**config.mk**
```make
export PLATFORM = sky130hd
export DESIGN_NAME = ssi_top
export DESIGN_NICKNAME = d
export VERILOG_FILES = /design/src/include/ssi_pkg.sv /design/src/hw/ssi_top.sv
export SDC_FILE = /design/constraint.sdc
export NUM_CORES = 1
export LEC_CHECK = 0
export ABC_AREA = 1
export BUFFER_PORTS_ARGS = -buffer_cell sky130_fd_sc_hd__buf_4
export CORE_ASPECT_RATIO = 1.75
export CORE_MARGIN = 2
export CORE_UTILIZATION = 25
export CTS_CLUSTER_SIZE = 30
export DETAILED_ROUTE_END_ITERATION = 6
export PLACE_DENSITY = 0.51
export RECOVER_POWER = 25
export SYNTH_ARGS = -nofsm -noshare
export SYNTH_HDL_FRONTEND = slang
export SYNTH_SLANG_ARGS = --single-unit
```
**constraint.sdc**
```tcl
create_clock -name clk_i -period 63.2 [get_ports clk_i]
set_input_delay 12.64 -clock clk_i [delete_from_list [all_inputs] [get_ports clk_i]]
set_output_delay 12.64 -clock clk_i [all_outputs]
set_load 0.01 [all_outputs]
```
**src/include/ssi_pkg.sv**
```systemverilog
`default_nettype none
package ssi_pkg;
    // Time base
    localparam int CLK_NS = 5;
    localparam int CLK_HZ = 200_000_000;
    localparam int TICK_NS = 10_000_000;
    localparam int TICK_CYC_DEF = TICK_NS / CLK_NS;
    localparam int TICK_MS = TICK_NS / 1_000_000;
    localparam int BAUD_BPS = 115_200;
    localparam int BAUD_CYC = CLK_HZ / BAUD_BPS;

    // Pattern times in ms, converted to ticks
    localparam int BLIP_MS = 100;
    localparam int SLOW_PER_MS = 2000;
    localparam int HALF_MS = 500;
    localparam int SEC_MS = 1000;
    localparam int QUART_MS = 250;
    localparam int FAST_PER_MS = 200;
    localparam int CAP_MS = 10_000;
    localparam int WAIT_MS = 60_000;
    localparam int DONE_MS = 3000;
    localparam int NV_PER_MS = 60_000;
    localparam int NV_BURST_MS = 4000;
    localparam int ME_PER_MS = 300_000;
    localparam int ME_BURST_MS = 10_000;
    localparam int SVC_MS = 20_000;

    localparam logic [14:0] K_BLIP = 15'(BLIP_MS / TICK_MS);
    localparam logic [14:0] K_SLOW = 15'(SLOW_PER_MS / TICK_MS);
    localparam logic [14:0] K_HALF = 15'(HALF_MS / TICK_MS);
    localparam logic [14:0] K_SEC = 15'(SEC_MS / TICK_MS);
    localparam logic [14:0] K_QUART = 15'(QUART_MS / TICK_MS);
    localparam logic [14:0] K_FAST = 15'(FAST_PER_MS / TICK_MS);
    localparam logic [14:0] K_CAP = 15'(CAP_MS / TICK_MS);
    localparam logic [14:0] K_WAIT = 15'(WAIT_MS / TICK_MS);
    localparam logic [14:0] K_DONE = 15'(DONE_MS / TICK_MS);
    localparam logic [14:0] K_NV_PER = 15'(NV_PER_MS / TICK_MS);
    localparam logic [14:0] K_NV_BURST = 15'(NV_BURST_MS / TICK_MS);
    localparam logic [14:0] K_ME_PER = 15'(ME_PER_MS / TICK_MS);
    localparam logic [14:0] K_ME_BURST = 15'(ME_BURST_MS / TICK_MS);
    localparam logic [14:0] K_SVC = 15'(SVC_MS / TICK_MS);

    // Register map
    localparam logic [7:0] REG_CTRL = 8'h00;
    localparam logic [7:0] REG_STAT = 8'h04;
    localparam logic [7:0] REG_START = 8'h08;
    localparam logic [7:0] REG_NOM = 8'h0C;
    localparam logic [7:0] REG_CMD = 8'h10;
    localparam int CTRL_BUZZ_OFF = 0;
    localparam int CTRL_RANGE0 = 1;
    localparam int CTRL_TEACH = 2;
    localparam int CTRL_SVC = 3;

    // Output scale in millivolts, then position limits and minimum teach span on position_i
    localparam logic [13:0] MV_LOW = 14'h07D0;
    localparam logic [13:0] MV_SPAN_2 = 14'h1F40;
    localparam logic [13:0] MV_SPAN_0 = 14'h2710;
    localparam logic [13:0] MV_MAX_AIR = 14'h2710;
    localparam logic [13:0] MV_OPEN = 14'h2710;
    localparam logic [11:0] POS_MIN = 12'h010;
    localparam logic [11:0] POS_MAX = 12'hFEF;
    localparam logic [11:0] MIN_SPAN = 12'h040;

    typedef enum logic [3:0] {
        IND_OFF, IND_READY, IND_LOWSUP, IND_CAPS, IND_WAIT, IND_CAPN,
        IND_OK, IND_FAIL, IND_NOVAL, IND_MEAS, IND_SVC, IND_FAULT
    } ssi_ind_type;

    typedef enum logic [2:0] {
        TS_NOVAL, TS_CAPS, TS_WAIT, TS_CAPN, TS_OK, TS_FAIL, TS_READY
    } ssi_teach_type;

    typedef struct packed {
        logic supply_ok;
        logic supply_low;
        logic spring_low;
        logic short_travel;
        logic excess_travel;
        logic teach_btn;
        logic alarm_pin;
    } ssi_pins_type;

    typedef struct packed {
        logic [7:0] addr;
        logic [31:0] wdata;
        logic wr;
        logic rd;
    } ssi_bus_type;

    typedef struct packed {
        ssi_pins_type sync1;
        ssi_pins_type sync2;
        ssi_pins_type sync3;
        ssi_pins_type filt;
        logic btn_prev;
        logic [20:0] tick_cnt;
        logic tick;
        logic [10:0] baud_cnt;
        logic baud_en;
        ssi_teach_type teach;
        logic [14:0] tcnt;
        logic valid;
        logic dir_open;
        logic [11:0] start_pos;
        logic [11:0] nom_pos;
        logic buzz_off;
        logic range0;
        logic svc;
        logic [14:0] svc_cnt;
        ssi_ind_type ind;
        logic [14:0] phase;
        logic led_r;
        logic led_g;
        logic buzz;
        logic alarm_oe;
        logic meas_err;
        logic [13:0] cmd_mv;
        logic [31:0] rdata;
    } ssi_state_type;

    localparam ssi_state_type ST_RST = '0;
endpackage
`default_nettype wire

```
**src/hw/ssi_top.sv**
```systemverilog
`default_nettype none
// Overview of operation
// - Ready with good supply: green blink 0.1 s on, 1.9 s off, buzzer quiet.
// - Supply present but low: orange blink 0.1 s on, 1.9 s off, buzzer quiet.
// - Start capture: orange blink and buzzer 0.5/0.5 s for 10 s.
// - Awaiting position change: orange and buzzer steady, under 60 s.
// - Nominal capture: orange blink and buzzer 0.25/0.25 s for 10 s.
// - Teach success: green and buzzer steady for 3 s.
// - Teach failure: red blink 0.1/0.1 s with buzzer on for 3 s.
// - No learned values: orange steady, buzzer 0.5/0.5 s for 4 s every 60 s.
// - Flag measurement error when the measured value leaves its expected range.
// - Measurement error: red steady, buzzer 0.5/0.5 s for 10 s every 300 s.
// - Service mode: red/green alternate 0.5 s, buzzer 0.1/1.9 s, 20 s.
// - Service mode ends 20 s after link traffic stops.
// - Spring or travel fault: orange and red alternate 0.5 s.
// - Alarm output active while a spring or travel fault exists.
// - Spring force too low forces command output to maximum air volume.
// - Service mode with measurement error sets command to open-sash value.
// - Teach stores which spring direction means opening and applies it.
// - Map 0..100 % of learned travel linearly onto 2..10 V, or onto 0..10 V when range0 is set.
// - Output range defaults to 2..10 V after reset.
// - Serial link runs at fixed 115.2 kbit/s.
// - A setting mutes the buzzer, LED patterns unchanged.
module ssi_top
    import ssi_pkg::*;
#(
    parameter int TICK_CYC = TICK_CYC_DEF
) (
    input wire logic clk_i,
    input wire logic nrst_i,
    input wire ssi_pins_type pins_i,
    input wire logic [11:0] position_i,
    input wire ssi_bus_type bus_i,
    output logic [31:0] rdata_o,
    output logic led_red_o,
    output logic led_green_o,
    output logic buzzer_o,
    output logic alarm_o,
    output logic alarm_oe_o,
    output logic [13:0] cmd_mv_o,
    output logic baud_en_o
);

    ssi_state_type r;
    ssi_state_type n;

    function automatic logic blink(input logic [14:0] p, input logic [14:0] on,
                                   input logic [14:0] per);
        blink = (p % per) < on;
    endfunction

    function automatic logic [14:0] ind_period(input ssi_ind_type s);
        unique case (s)
            IND_READY, IND_LOWSUP, IND_SVC: ind_period = K_SLOW;
            IND_NOVAL: ind_period = K_NV_PER;
            IND_MEAS: ind_period = K_ME_PER;
            default: ind_period = K_SEC;
        endcase
    endfunction

    logic fault;
    logic trig;
    logic t_done;
    logic [11:0] travel;
    logic [11:0] span;
    logic [25:0] prod;
    logic [25:0] quot;
    logic [13:0] scaled;
    ssi_ind_type ind_sel;

    always_comb begin
        n = r;
        // Synchroniser chain; a change counts once stages two and three agree
        n.sync1 = pins_i;
        n.sync2 = r.sync1;
        n.sync3 = r.sync2;
        n.filt = ssi_pins_type'((r.sync2 & r.sync3) | (r.filt & (r.sync2 ^ r.sync3)));
        n.btn_prev = r.filt.teach_btn;

        // Common timebase tick
        n.tick = 1'b0;
        if (r.tick_cnt == 21'(TICK_CYC - 1)) begin
            n.tick_cnt = '0;
            n.tick = 1'b1;
        end else begin
            n.tick_cnt = r.tick_cnt + 21'h000001;
        end

        // Fixed bit-rate enable for the serial link
        n.baud_en = 1'b0;
        if (r.baud_cnt == 11'(BAUD_CYC - 1)) begin
            n.baud_cnt = '0;
            n.baud_en = 1'b1;
        end else begin
            n.baud_cnt = r.baud_cnt + 11'h001;
        end

        fault = r.filt.spring_low | r.filt.short_travel | r.filt.excess_travel;
        n.alarm_oe = fault;
        n.meas_err = (position_i < POS_MIN) || (position_i > POS_MAX);

        // Register port; any access counts as link traffic
        n.rdata = '0;
        // Detector starts low like the idle button, so leaving reset gives no false edge
        trig = r.filt.teach_btn & ~r.btn_prev;
        if (bus_i.wr && bus_i.addr == REG_CTRL) begin
            n.buzz_off = bus_i.wdata[CTRL_BUZZ_OFF];
            n.range0 = bus_i.wdata[CTRL_RANGE0];
            if (bus_i.wdata[CTRL_TEACH]) begin
                trig = 1'b1;
            end
            if (bus_i.wdata[CTRL_SVC]) begin
                n.svc = 1'b1;
            end
        end
        if (bus_i.rd) begin
            unique case (bus_i.addr)
                REG_CTRL: n.rdata = {28'h0000000, r.svc, 1'b0, r.range0, r.buzz_off};
                REG_STAT: n.rdata = {13'h0000, r.filt, r.ind, r.teach, r.svc,
                                     r.meas_err, r.alarm_oe, r.valid, r.dir_open};
                REG_START: n.rdata = {20'h00000, r.start_pos};
                REG_NOM: n.rdata = {20'h00000, r.nom_pos};
                REG_CMD: n.rdata = {18'h00000, r.cmd_mv};
                default: n.rdata = '0;
            endcase
        end

        // Service mode retriggered by traffic, dropped after a silent 20 s
        if (bus_i.wr || bus_i.rd) begin
            n.svc_cnt = '0;
        end else if (r.svc && r.tick) begin
            if (r.svc_cnt == K_SVC - 15'h0001) begin
                n.svc = 1'b0;
                n.svc_cnt = '0;
            end else begin
                n.svc_cnt = r.svc_cnt + 15'h0001;
            end
        end

        // Teach-in sequence
        t_done = 1'b0;
        if (r.tick) begin
            n.tcnt = r.tcnt + 15'h0001;
        end
        unique case (r.teach)
            TS_NOVAL, TS_READY: begin
                if (trig) begin
                    n.teach = TS_CAPS;
                    n.valid = 1'b0;
                end
            end
            TS_CAPS: begin
                t_done = r.tick && r.tcnt == K_CAP - 15'h0001;
                if (t_done) begin
                    n.start_pos = position_i;
                    n.teach = TS_WAIT;
                end
            end
            TS_WAIT: begin
                // Operator gets under 60 s to confirm the nominal position
                if (trig) begin
                    n.teach = TS_CAPN;
                end else if (r.tick && r.tcnt == K_WAIT - 15'h0002) begin
                    n.teach = TS_FAIL;
                end
            end
            TS_CAPN: begin
                t_done = r.tick && r.tcnt == K_CAP - 15'h0001;
                if (t_done) begin
                    n.nom_pos = position_i;
                    n.dir_open = position_i > r.start_pos;
                    if ((position_i > r.start_pos &&
                         position_i - r.start_pos >= MIN_SPAN) ||
                        (r.start_pos > position_i &&
                         r.start_pos - position_i >= MIN_SPAN)) begin
                        n.teach = TS_OK;
                    end else begin
                        n.teach = TS_FAIL;
                    end
                end
            end
            TS_OK: begin
                if (r.tick && r.tcnt == K_DONE - 15'h0001) begin
                    n.teach = TS_READY;
                    n.valid = 1'b1;
                end
            end
            TS_FAIL: begin
                if (r.tick && r.tcnt == K_DONE - 15'h0001) begin
                    n.teach = TS_NOVAL;
                end
            end
            default: begin
                // Unused code: fall back to the safe no-values state
                n.teach = TS_NOVAL;
                n.valid = 1'b0;
            end
        endcase
        if (n.teach != r.teach) begin
            n.tcnt = '0;
        end

        // Indication state, faults first
        if (fault) begin
            ind_sel = IND_FAULT;
        end else if (r.meas_err) begin
            ind_sel = IND_MEAS;
        end else if (r.svc) begin
            ind_sel = IND_SVC;
        end else begin
            unique case (r.teach)
                TS_CAPS: ind_sel = IND_CAPS;
                TS_WAIT: ind_sel = IND_WAIT;
                TS_CAPN: ind_sel = IND_CAPN;
                TS_OK: ind_sel = IND_OK;
                TS_FAIL: ind_sel = IND_FAIL;
                TS_NOVAL: ind_sel = IND_NOVAL;
                TS_READY: begin
                    if (r.filt.supply_ok) begin
                        ind_sel = IND_READY;
                    end else if (r.filt.supply_low) begin
                        ind_sel = IND_LOWSUP;
                    end else begin
                        ind_sel = IND_OFF;
                    end
                end
                default: ind_sel = IND_NOVAL;
            endcase
        end
        n.ind = ind_sel;
        if (ind_sel != r.ind) begin
            n.phase = '0;
        end else if (r.tick) begin
            if (r.phase == ind_period(r.ind) - 15'h0001) begin
                n.phase = '0;
            end else begin
                n.phase = r.phase + 15'h0001;
            end
        end

        // Patterns; orange is red and green together
        n.led_r = 1'b0;
        n.led_g = 1'b0;
        n.buzz = 1'b0;
        unique case (r.ind)
            IND_OFF: n.buzz = 1'b0;
            IND_READY: n.led_g = blink(r.phase, K_BLIP, K_SLOW);
            IND_LOWSUP: begin
                n.led_r = blink(r.phase, K_BLIP, K_SLOW);
                n.led_g = n.led_r;
            end
            IND_CAPS: begin
                n.led_r = blink(r.phase, K_HALF, K_SEC);
                n.led_g = n.led_r;
                n.buzz = n.led_r;
            end
            IND_WAIT: begin
                n.led_r = 1'b1;
                n.led_g = 1'b1;
                n.buzz = 1'b1;
            end
            IND_CAPN: begin
                n.led_r = blink(r.phase, K_QUART, K_HALF);
                n.led_g = n.led_r;
                n.buzz = n.led_r;
            end
            IND_OK: begin
                n.led_g = 1'b1;
                n.buzz = 1'b1;
            end
            IND_FAIL: begin
                n.led_r = blink(r.phase, K_BLIP, K_FAST);
                n.buzz = 1'b1;
            end
            IND_NOVAL: begin
                n.led_r = 1'b1;
                n.led_g = 1'b1;
                n.buzz = r.phase < K_NV_BURST && blink(r.phase, K_HALF, K_SEC);
            end
            IND_MEAS: begin
                n.led_r = 1'b1;
                n.buzz = r.phase < K_ME_BURST && blink(r.phase, K_HALF, K_SEC);
            end
            IND_SVC: begin
                n.led_r = blink(r.phase, K_HALF, K_SEC);
                n.led_g = ~n.led_r;
                n.buzz = blink(r.phase, K_BLIP, K_SLOW);
            end
            IND_FAULT: begin
                n.led_r = 1'b1;
                n.led_g = blink(r.phase, K_HALF, K_SEC);
            end
        endcase
        if (r.buzz_off) begin
            n.buzz = 1'b0;
        end

        // Command output scaled over the learned travel
        span = r.dir_open ? r.nom_pos - r.start_pos : r.start_pos - r.nom_pos;
        if (r.dir_open) begin
            travel = position_i > r.start_pos ? position_i - r.start_pos : '0;
        end else begin
            travel = r.start_pos > position_i ? r.start_pos - position_i : '0;
        end
        if (travel > span) begin
            travel = span;
        end
        // Divider is costly but runs once per output update, no rate limit needed
        prod = {14'h0000, travel} * {12'h000, (r.range0 ? MV_SPAN_0 : MV_SPAN_2)};
        quot = span == '0 ? '0 : prod / {14'h0000, span};
        scaled = (r.range0 ? 14'h0000 : MV_LOW) + quot[13:0];
        if (r.filt.spring_low) begin
            n.cmd_mv = MV_MAX_AIR;
        end else if (r.svc && r.meas_err) begin
            n.cmd_mv = MV_OPEN;
        // Without learned travel hold the closed-sash level, the safe minimum airflow
        end else if (!r.valid) begin
            n.cmd_mv = r.range0 ? 14'h0000 : MV_LOW;
        end else begin
            n.cmd_mv = scaled;
        end
    end

    always_ff @(posedge clk_i or negedge nrst_i) begin
        if (!nrst_i) begin
            r <= ST_RST;
        end else begin
            r <= n;
        end
    end

    assign rdata_o = r.rdata;
    assign led_red_o = r.led_r;
    assign led_green_o = r.led_g;
    assign buzzer_o = r.buzz;
    // Open collector: the pin only ever pulls low
    assign alarm_o = 1'b0;
    assign alarm_oe_o = r.alarm_oe;
    assign cmd_mv_o = r.cmd_mv;
    assign baud_en_o = r.baud_en;

endmodule
`default_nettype wire

```
## Word level (Yosys, flattened, before mapping)

Index checks and enable logic that the tools add are counted.

- Flip-flop bits (word level): 195
- Bits of input ports: 63
- Output and inout port bits: 52
- Word-level logic and storage cells: 211

- Add/sub/neg operators: 11
- Multipliers: 1
- Div/mod/pow operators: 5
- $lt $le $gt $ge: 13
- Equal/unequal tests: 32
- Multiplexer cells: 56
- Bitwise gates (word level): 10
- Reduce and logical (&&, ||, !) cells: 31

Operators with widths:

| kind | count |
|---|---|
| $mux W15 | 9 |
| $pmux W19 S5 | 1 |
| $mux W14 | 5 |
| $mux W12 | 5 |
| $sub A12 B12 Y12 | 4 |
| $add A15 B1 Y15 const B | 3 |
| $pmux W15 S3 | 1 |
| $gt A12 B12 Y1 | 3 |
| $lt A15 B4 Y1 const B | 2 |
| $div A26 B12 Y26 | 1 |
| $mul A12 B14 Y26 | 1 |
| $ge A12 B7 Y1 const B | 2 |
| $pmux W4 S6 | 1 |
| $mux W11 | 2 |
| $add A21 B1 Y21 const B | 1 |
| $eq A21 B21 Y1 const B | 1 |
| $mux W21 | 1 |
| $mux W3 | 7 |
| $mux W19 | 1 |
| $pmux W3 S6 | 1 |
| $eq A4 B3 Y1 const B | 4 |
| $eq A4 B4 Y1 const B | 4 |
| $eq A8 B4 Y1 const B | 2 |
| $mux W16 | 1 |
| 52 further kinds | 96 |

## Longest topological paths before layout

Gate-level depths: netlist of run 1.

- Depth in word-level cells: 13
- Depth in mapped cells: 474
- Mapped depth without buffers: 443

## Worst setup path after synthesis of run 1

OpenSTA, ideal clock, no wires.

- Kind: in2reg
- Start: input position_i[9]
- End: register r (netlist bit cmd_mv_o[0])
- Library setup time: 77 ps
- Arrival time: 74841 ps
- Data required time: 63123 ps
- Setup slack: -11718 ps
- Stages: 448
- Buffers on the path: 34
- Path through: inv_1 > ha_1 > clkbuf_1 > nand2_1 > nor4_1 > nand2_1 > nand3_1 > nand2_1 > nor2_1 > clkinv_1 > o221a_2 > nor2_1 > ha_1 > a21oi_1 > o21ai_0 > nand2_1 > o2111ai_1 > nand2_1 > [412 not listed] > nand4_1 > nor2_2 > nand2_4 > inv_2 > buf_6 > o21ai_1 > ha_1 > nand2_1 > inv_1 > nand3_1 > or3_1 > nor2_1 > nor3_1 > nand2_1 > nand2_1 > nand3_1 > nor2_1 > a21oi_1

RTL lines:

| what | line | RTL |
|---|---|---|
| from (decl) | ssi_top.sv:32 | `input wire logic [11:0] position_i,` |
| to (signal assigned) | ssi_top.sv:328 | `r <= n;` |
| to (decl) | ssi_top.sv:44 | `ssi_state_type r;` |

==> results of run 1 <==
==> what timing repair did <==
item / 4_1_cts / 5_1_grt
gates cloned: 8 / 1
pin swaps: 275 / 368
setup buffers: 399 / 118
endpoints found under the setup margin: 10 / 14
resized for setup: 227 / 428
==> sequential cells by signal (all words and copies together) (netlist names) <==
| name | cells |
|---|---|
| r | 129 |
| rdata_o | 19 |
| n | 15 |
| cmd_mv_o | 14 |
| alarm_oe_o | 1 |
| baud_en_o | 1 |
| buzzer_o | 1 |
| led_green_o | 1 |
| led_red_o | 1 |
==> kinds of logic (layout without fill, tap and decap cells) <==
logic type / count (synthesis) / after routing / synth area share
and+or+nand+nor: 2102 / 2104 / 0.313
buffers and inverters: 871 / 2509 / 0.116
AOI/OAI and AO/OA: 814 / 814 / 0.149
adders and majority gates: 448 / 448 / 0.193
xor gates and xnor gates: 293 / 293 / 0.0821
DFF: 182 / 182 / 0.145
other: 2 / 21 / 0.000240
muxes: 2 / 2 / 0.000678
==> final cells by class <==
class                      instances  area (sq um)
multi-input combinational       3682         26300
inverter                         747          2920
timing repair inverter             5          37.5
fill                           12600         74400
clock inverter                     4          47.5
sequential                       182          4550
clock buffer                      29           671
timing repair buffer            1724         13200
tap                             1643          2060
==> metrics by stage <==
step	instance area (sq um)	setup TNS [ns]	setup slack, ns	hold slack, ns	instances
final	49900	-4.93	-3.11	0.341	8016
after global routing	49900	-23.29	-6.76	0.354	8016
after CTS	47000	-5.53	-3.35	0.342	7900
after detailed placement	42400	-21.17	-6.72	0.340	7460
after global placement	42400	-16.15	-6.21	0.333	7460
after floorplan	32300	-13.10	-5.78	0.331	4733
==> routing by layer <==
layer / track usage / wire length [microns] / part of all wire / up-vias
met2: 0.354 / 64000 / 0.56 / 565
met4: 0.0959 / 6810 / 0.060 / 0
li1: - / - / - / 18600
met3: 0.0114 / 2450 / 0.022 / 319
met1: 0.161 / 40200 / 0.35 / 17100
met5: 0 / 0 / 0 / -
==> cell usage in the layout (no fill, tap or decap), types with 145 or more instances in the layout <==
cell type     n
o21ai_0     193
a21oi_1     163
nand2_2     145
ha_1        319
nand2_1     938
inv_1       644
xor2_1      189
nand3_1     212
buf_4      1664
dfrtp_1     182
nor2_1      361
==> path summary, 6_finish.rpt <==
| kind | depth (start not counted) | endpoint | start | slack (ns) |
|---|---|---|---|---|
| max in group asynchronous | 3 | cmd_mv_o[2] | nrst_i | 47.24 |
| worst min-delay path | 0 | n[176] | n[183] | 0.34 |
| worst max register to register | 424 | cmd_mv_o[0] | r[108] | 8.39 |
| worst min register to register | 0 | n[176] | n[183] | 0.34 |
| min in group asynchronous | 1 | r[79] | nrst_i | 13.09 |
| worst max-delay path | 427 | cmd_mv_o[0] | position_i[6] | -3.11 |
==> results by group, run 1 <==
Detailed routing
  – Routed len/inst: approximately 14 microns
  – Pre-antenna DRT Iters: 5
  – DRC violations left: 0
  – Iter 0 DRT Violations: 1327
  – Vias per cell: ~4.6
  – Vias: 36600
  – Detailed Route WL: around 110000 microns
  – Post-DRT Antenna Nets: 0

GRT
  – GRT Residual Overflow: 0
  – Initial antenna violation count: 3
  – Total GRT Usage: 0.171
  – First-pass GRT wire length: about 180000 microns
  – Largest net degree at the start of global routing: 67
  – Number of global-route vias before repair: ~37000

Place
  – HPWL Detailed: between 80000 and 90000 microns
  – Final Wtd Congestion: 0.951
  – PortBufs: 72

CTS
  – CTS clk-pin slew, worst paths: roughly 0.07 ns
  – TritonCTS buffer count: 25
  – Hold buffer count at CTS: 0
  – Sink Count: 182
  – Root buf cell: clkbuf_16
  – CTS H-tree depth: 4
  – Later-pin clock latency in the skew report: about 0.52 ns
  – CTS Buffer Depth: 3
  – CTS tree: yes

Finish
  – Layout area overhead: 59.0%
  – Layout Utilization: 0.401
  – Final net count: between 6000 and 7000
  – Share of cells above drive strength 1: 0.403
  – Inserted Diodes: 0

Synthesis
  – Main flop type after synthesis: dfrtp_1
  – Post-synthesis sequential area ratio: 0.145
  – Post-synth top area share: 0.154
  – Average cell area after synthesis: roughly 6.7 sq um
  – Synth cell types: 75
  – Area contributors post-synth: ha_1 (15%), dfrtp_1 (15%), nand2_1 (13%), inv_1 (8.4%), xor2_1 (5.4%)
  – Most frequent cell after synthesis: nand2_1
  – Synth Warn #: 0
  – Cells after synthesis: 4714
  – Ys async rst share: 1.00
  – Syn Std Cell Area: between 30000 and 40000 sq um
  – EDFF count, synth: 0
  – Post-synth top area cell: ha_1
  – #FFs+latches synth: around 180
  – Commonest cells in the synthesized netlist: nand2_1 (1050), inv_1 (699), nor2_1 (399)

STA
  – Final Max Tran Viols: 58
  – Unrepaired setup endpoints after global routing: yes
  – Worst Slack Setup Final: -3.11 ns
  – Final setup vio count: 2
  – Fmax: ~15 MHz
  – Clock skew: roughly 0.027 ns
  – Final Hold Vio Count: 0
  – Relative slew slack: -0.995
  – Crit path time final: about 66 ns
  – Measured slew at the worst slew-check pin: between 2 and 3 ns
  – Period utilization: 1.05

Worst setup path
  – Buf+Inv Stages, Crit Path: between 100 and 150
  – Crit path max fanout: 8
  – Cell family with most CP delay: compound AO/OA/AOI/OAI gates
  – Critical-path top delay cell: fa_1
  – Worst Path Arrival: roughly 67 ns
  – Critical Path End Type: register
  – Most common cell on crit path: buf_4
  – Worst EP required: ~64 ns
  – CP max stage delay: roughly 0.55 ns
  – Critical Path Source Type: input pin
  – Setup Crit Path Kind: in -> reg

Floorplan
  – Placement row count: 171
  – Die footprint: 128000 sq um
  – # IOs: between 100 and 150
  – Die Wd: 272 microns
  – Die Y: between 400 and 500 microns
  – Core ar.: about 120000 sq um
  – Initial Utilization: 0.252

Hold path
  – Worst Hold Class: reg -> reg

Job
  – Max Cap Violations: 1

Run status
  – Status: complete, but fails checks
  – Failing checks: capacitance limit, slew limit, setup timing
Power of run 1 is not shown: default switching activity piles up to over one toggle a cycle in this logic, so the estimate is an artifact.
==> inputs of run 2 (changes only) <==
--- a/config.mk
+++ b/config.mk
@@ -14,6 +14,7 @@
 export DETAILED_ROUTE_END_ITERATION = 6
 export PLACE_DENSITY = 0.51
 export RECOVER_POWER = 25
+export SETUP_SLACK_MARGIN = 0.1
 export SYNTH_ARGS = -nofsm -noshare
 export SYNTH_HDL_FRONTEND = slang
 export SYNTH_SLANG_ARGS = --single-unit
==> results by group, run 2 (synthesis results as in run 1) <==
Run status
  – Status: complete, but fails checks
  – Failing checks: capacitance limit, slew limit, setup timing

Finish
  – Commonest non-fill, non-tap cells in the layout: buf_4 (1665), nand2_1 (938), inv_1 (644), nor2_1 (361), ha_1 (319)
  – Share of cells above drive strength 1: 0.403
  – Layout area overhead: 59.1%
  – Inserted Diodes: 0
  – Final Cell Area: ~50000 sq um
  – Final net count: between 6000 and 7000
  – Layout Utilization: 0.401
  – Max reg flops: about 130
  – Layout fillers: 12600
  – Most flops, register: r
  – Commonest non-fill, non-tap cell in the layout: buf_4

CTS
  – Later-pin clock latency in the skew report: ~0.52 ns
  – Sink Count: around 180
  – Root buf cell: clkbuf_16
  – CTS H-tree depth: 4
  – Hold buffer count at CTS: 0
  – CTS clk-pin slew, worst paths: roughly 0.07 ns
  – TritonCTS buffer count: 25
  – CTS tree: yes
  – CTS Buffer Depth: 3

STA
  – Clock skew: about 0.027 ns
  – Measured slew at the worst slew-check pin: 3.00 ns
  – Fmax: roughly 15 MHz
  – Setup Total Neg Slack: -4.98 ns
  – Period utilization: 1.05
  – Final Max Tran Viols: a little under 60
  – Final setup vio count: 2
  – Final Hold Vio Count: 0
  – Unrepaired setup endpoints after global routing: yes
  – Worst Slack Setup Final: -3.14 ns
  – Crit path time final: ~66 ns
  – Relative slew slack: -1.00

Detailed routing
  – Post-DRT Antenna Nets: 0
  – Routed len/inst: ~14 microns
  – DRC violations left: 0
  – Pre-antenna DRT Iters: 5
  – Iter 0 DRT Violations: 1281
  – Vias: 36600
  – Vias per cell: 4.57
  – Detailed Route WL: 113000 microns

Worst setup path
  – CP max stage delay: between 0.5 and 0.6 ns
  – Critical Path End Type: register
  – Critical-path top delay cell: fa_1
  – Worst EP required: around 64 ns
  – Setup Crit Path Kind: in -> reg
  – Buf+Inv Stages, Crit Path: roughly 150
  – Most common cell on crit path: buf_4
  – Crit path max fanout: 8
  – Cell family with most CP delay: compound AO/OA/AOI/OAI gates
  – Critical Path Source Type: input pin
  – Worst Path Arrival: roughly 67 ns

Floorplan
  – # IOs: roughly 120
  – Core ar.: 124000 sq um
  – Die footprint: approximately 130000 sq um
  – Die Wd: about 270 microns
  – Initial Utilization: 0.252
  – Placement row count: 171
  – Die Y: roughly 470 microns

Place
  – Cell Area, Placed: 42400 sq um
  – Final Wtd Congestion: 0.951
  – HPWL Detailed: around 90000 microns
  – PortBufs: 72

GRT
  – Total GRT Usage: 0.171
  – First-pass GRT wire length: about 180000 microns
  – GRT Residual Overflow: 0
  – Number of global-route vias before repair: roughly 37000
  – Largest net degree at the start of global routing: 67
  – Initial antenna violation count: 3

Hold path
  – Worst Hold Class: reg -> reg

Job
  – Max Cap Violations: 1
==> run 2: what timing repair did <==
action,4_1_cts,5_1_grt
endpoints found under the setup margin,11,14
cloned,8,1
buffers inserted,399,119
pin swaps,275,371
resized for setup,227,429
==> run 2: layout make-up <==
class / instances / area, sq um / area share
Multi-Input combinational cell: 3682 / 26300 / 0.528
Timing Repair Buffer: 1726 / 13300 / 0.266
Clock inverter: 4 / 47.5 / 0.000953
Sequential cell: 182 / 4550 / 0.0913
Tap cell: 1643 / 2060 / 0.0412
Inverter: 747 / 2920 / 0.0586
Clock buffer: 29 / 671 / 0.0134
Timing Repair inverter: 5 / 37.5 / 0.000753
==> run 2: worst paths after layout <==
kind	from	cells after the start	to	slack, ns
min in group asynchronous	nrst_i	1	r[79]	13.10
worst max-delay path	position_i[6]	427	cmd_mv_o[0]	-3.14
max in group asynchronous	nrst_i	3	cmd_mv_o[2]	47.24
worst min-delay path	n[183]	0	n[176]	0.34
worst min register to register	n[183]	0	n[176]	0.34
worst max register to register	r[108]	424	cmd_mv_o[0]	8.38
==> run 2: routing by layer <==
| metal | routed length (microns) | vias to the layer above | track usage |
|---|---|---|---|
| met2 | 64100 | 563 | 0.354 |
| met1 | 40200 | 17100 | 0.161 |
| li1 | - | 18600 | - |
| met5 | 0 | - | 0 |
| met4 | 6790 | 0 | 0.0959 |
| met3 | 2390 | 315 | 0.0114 |
==> run 2: metrics by stage <==
stage / setup slack [ns] / instances / hold WS (ns)
global placement: -6.21 / 7460 / 0.333
finish: -3.14 / 8018 / 0.342
CTS: -3.35 / 7900 / 0.342
floorplan: -5.78 / 4733 / 0.331
detailed placement: -6.72 / 7460 / 0.340
global route: -6.76 / 8018 / 0.354
Power of run 2 is left out for the same reason.
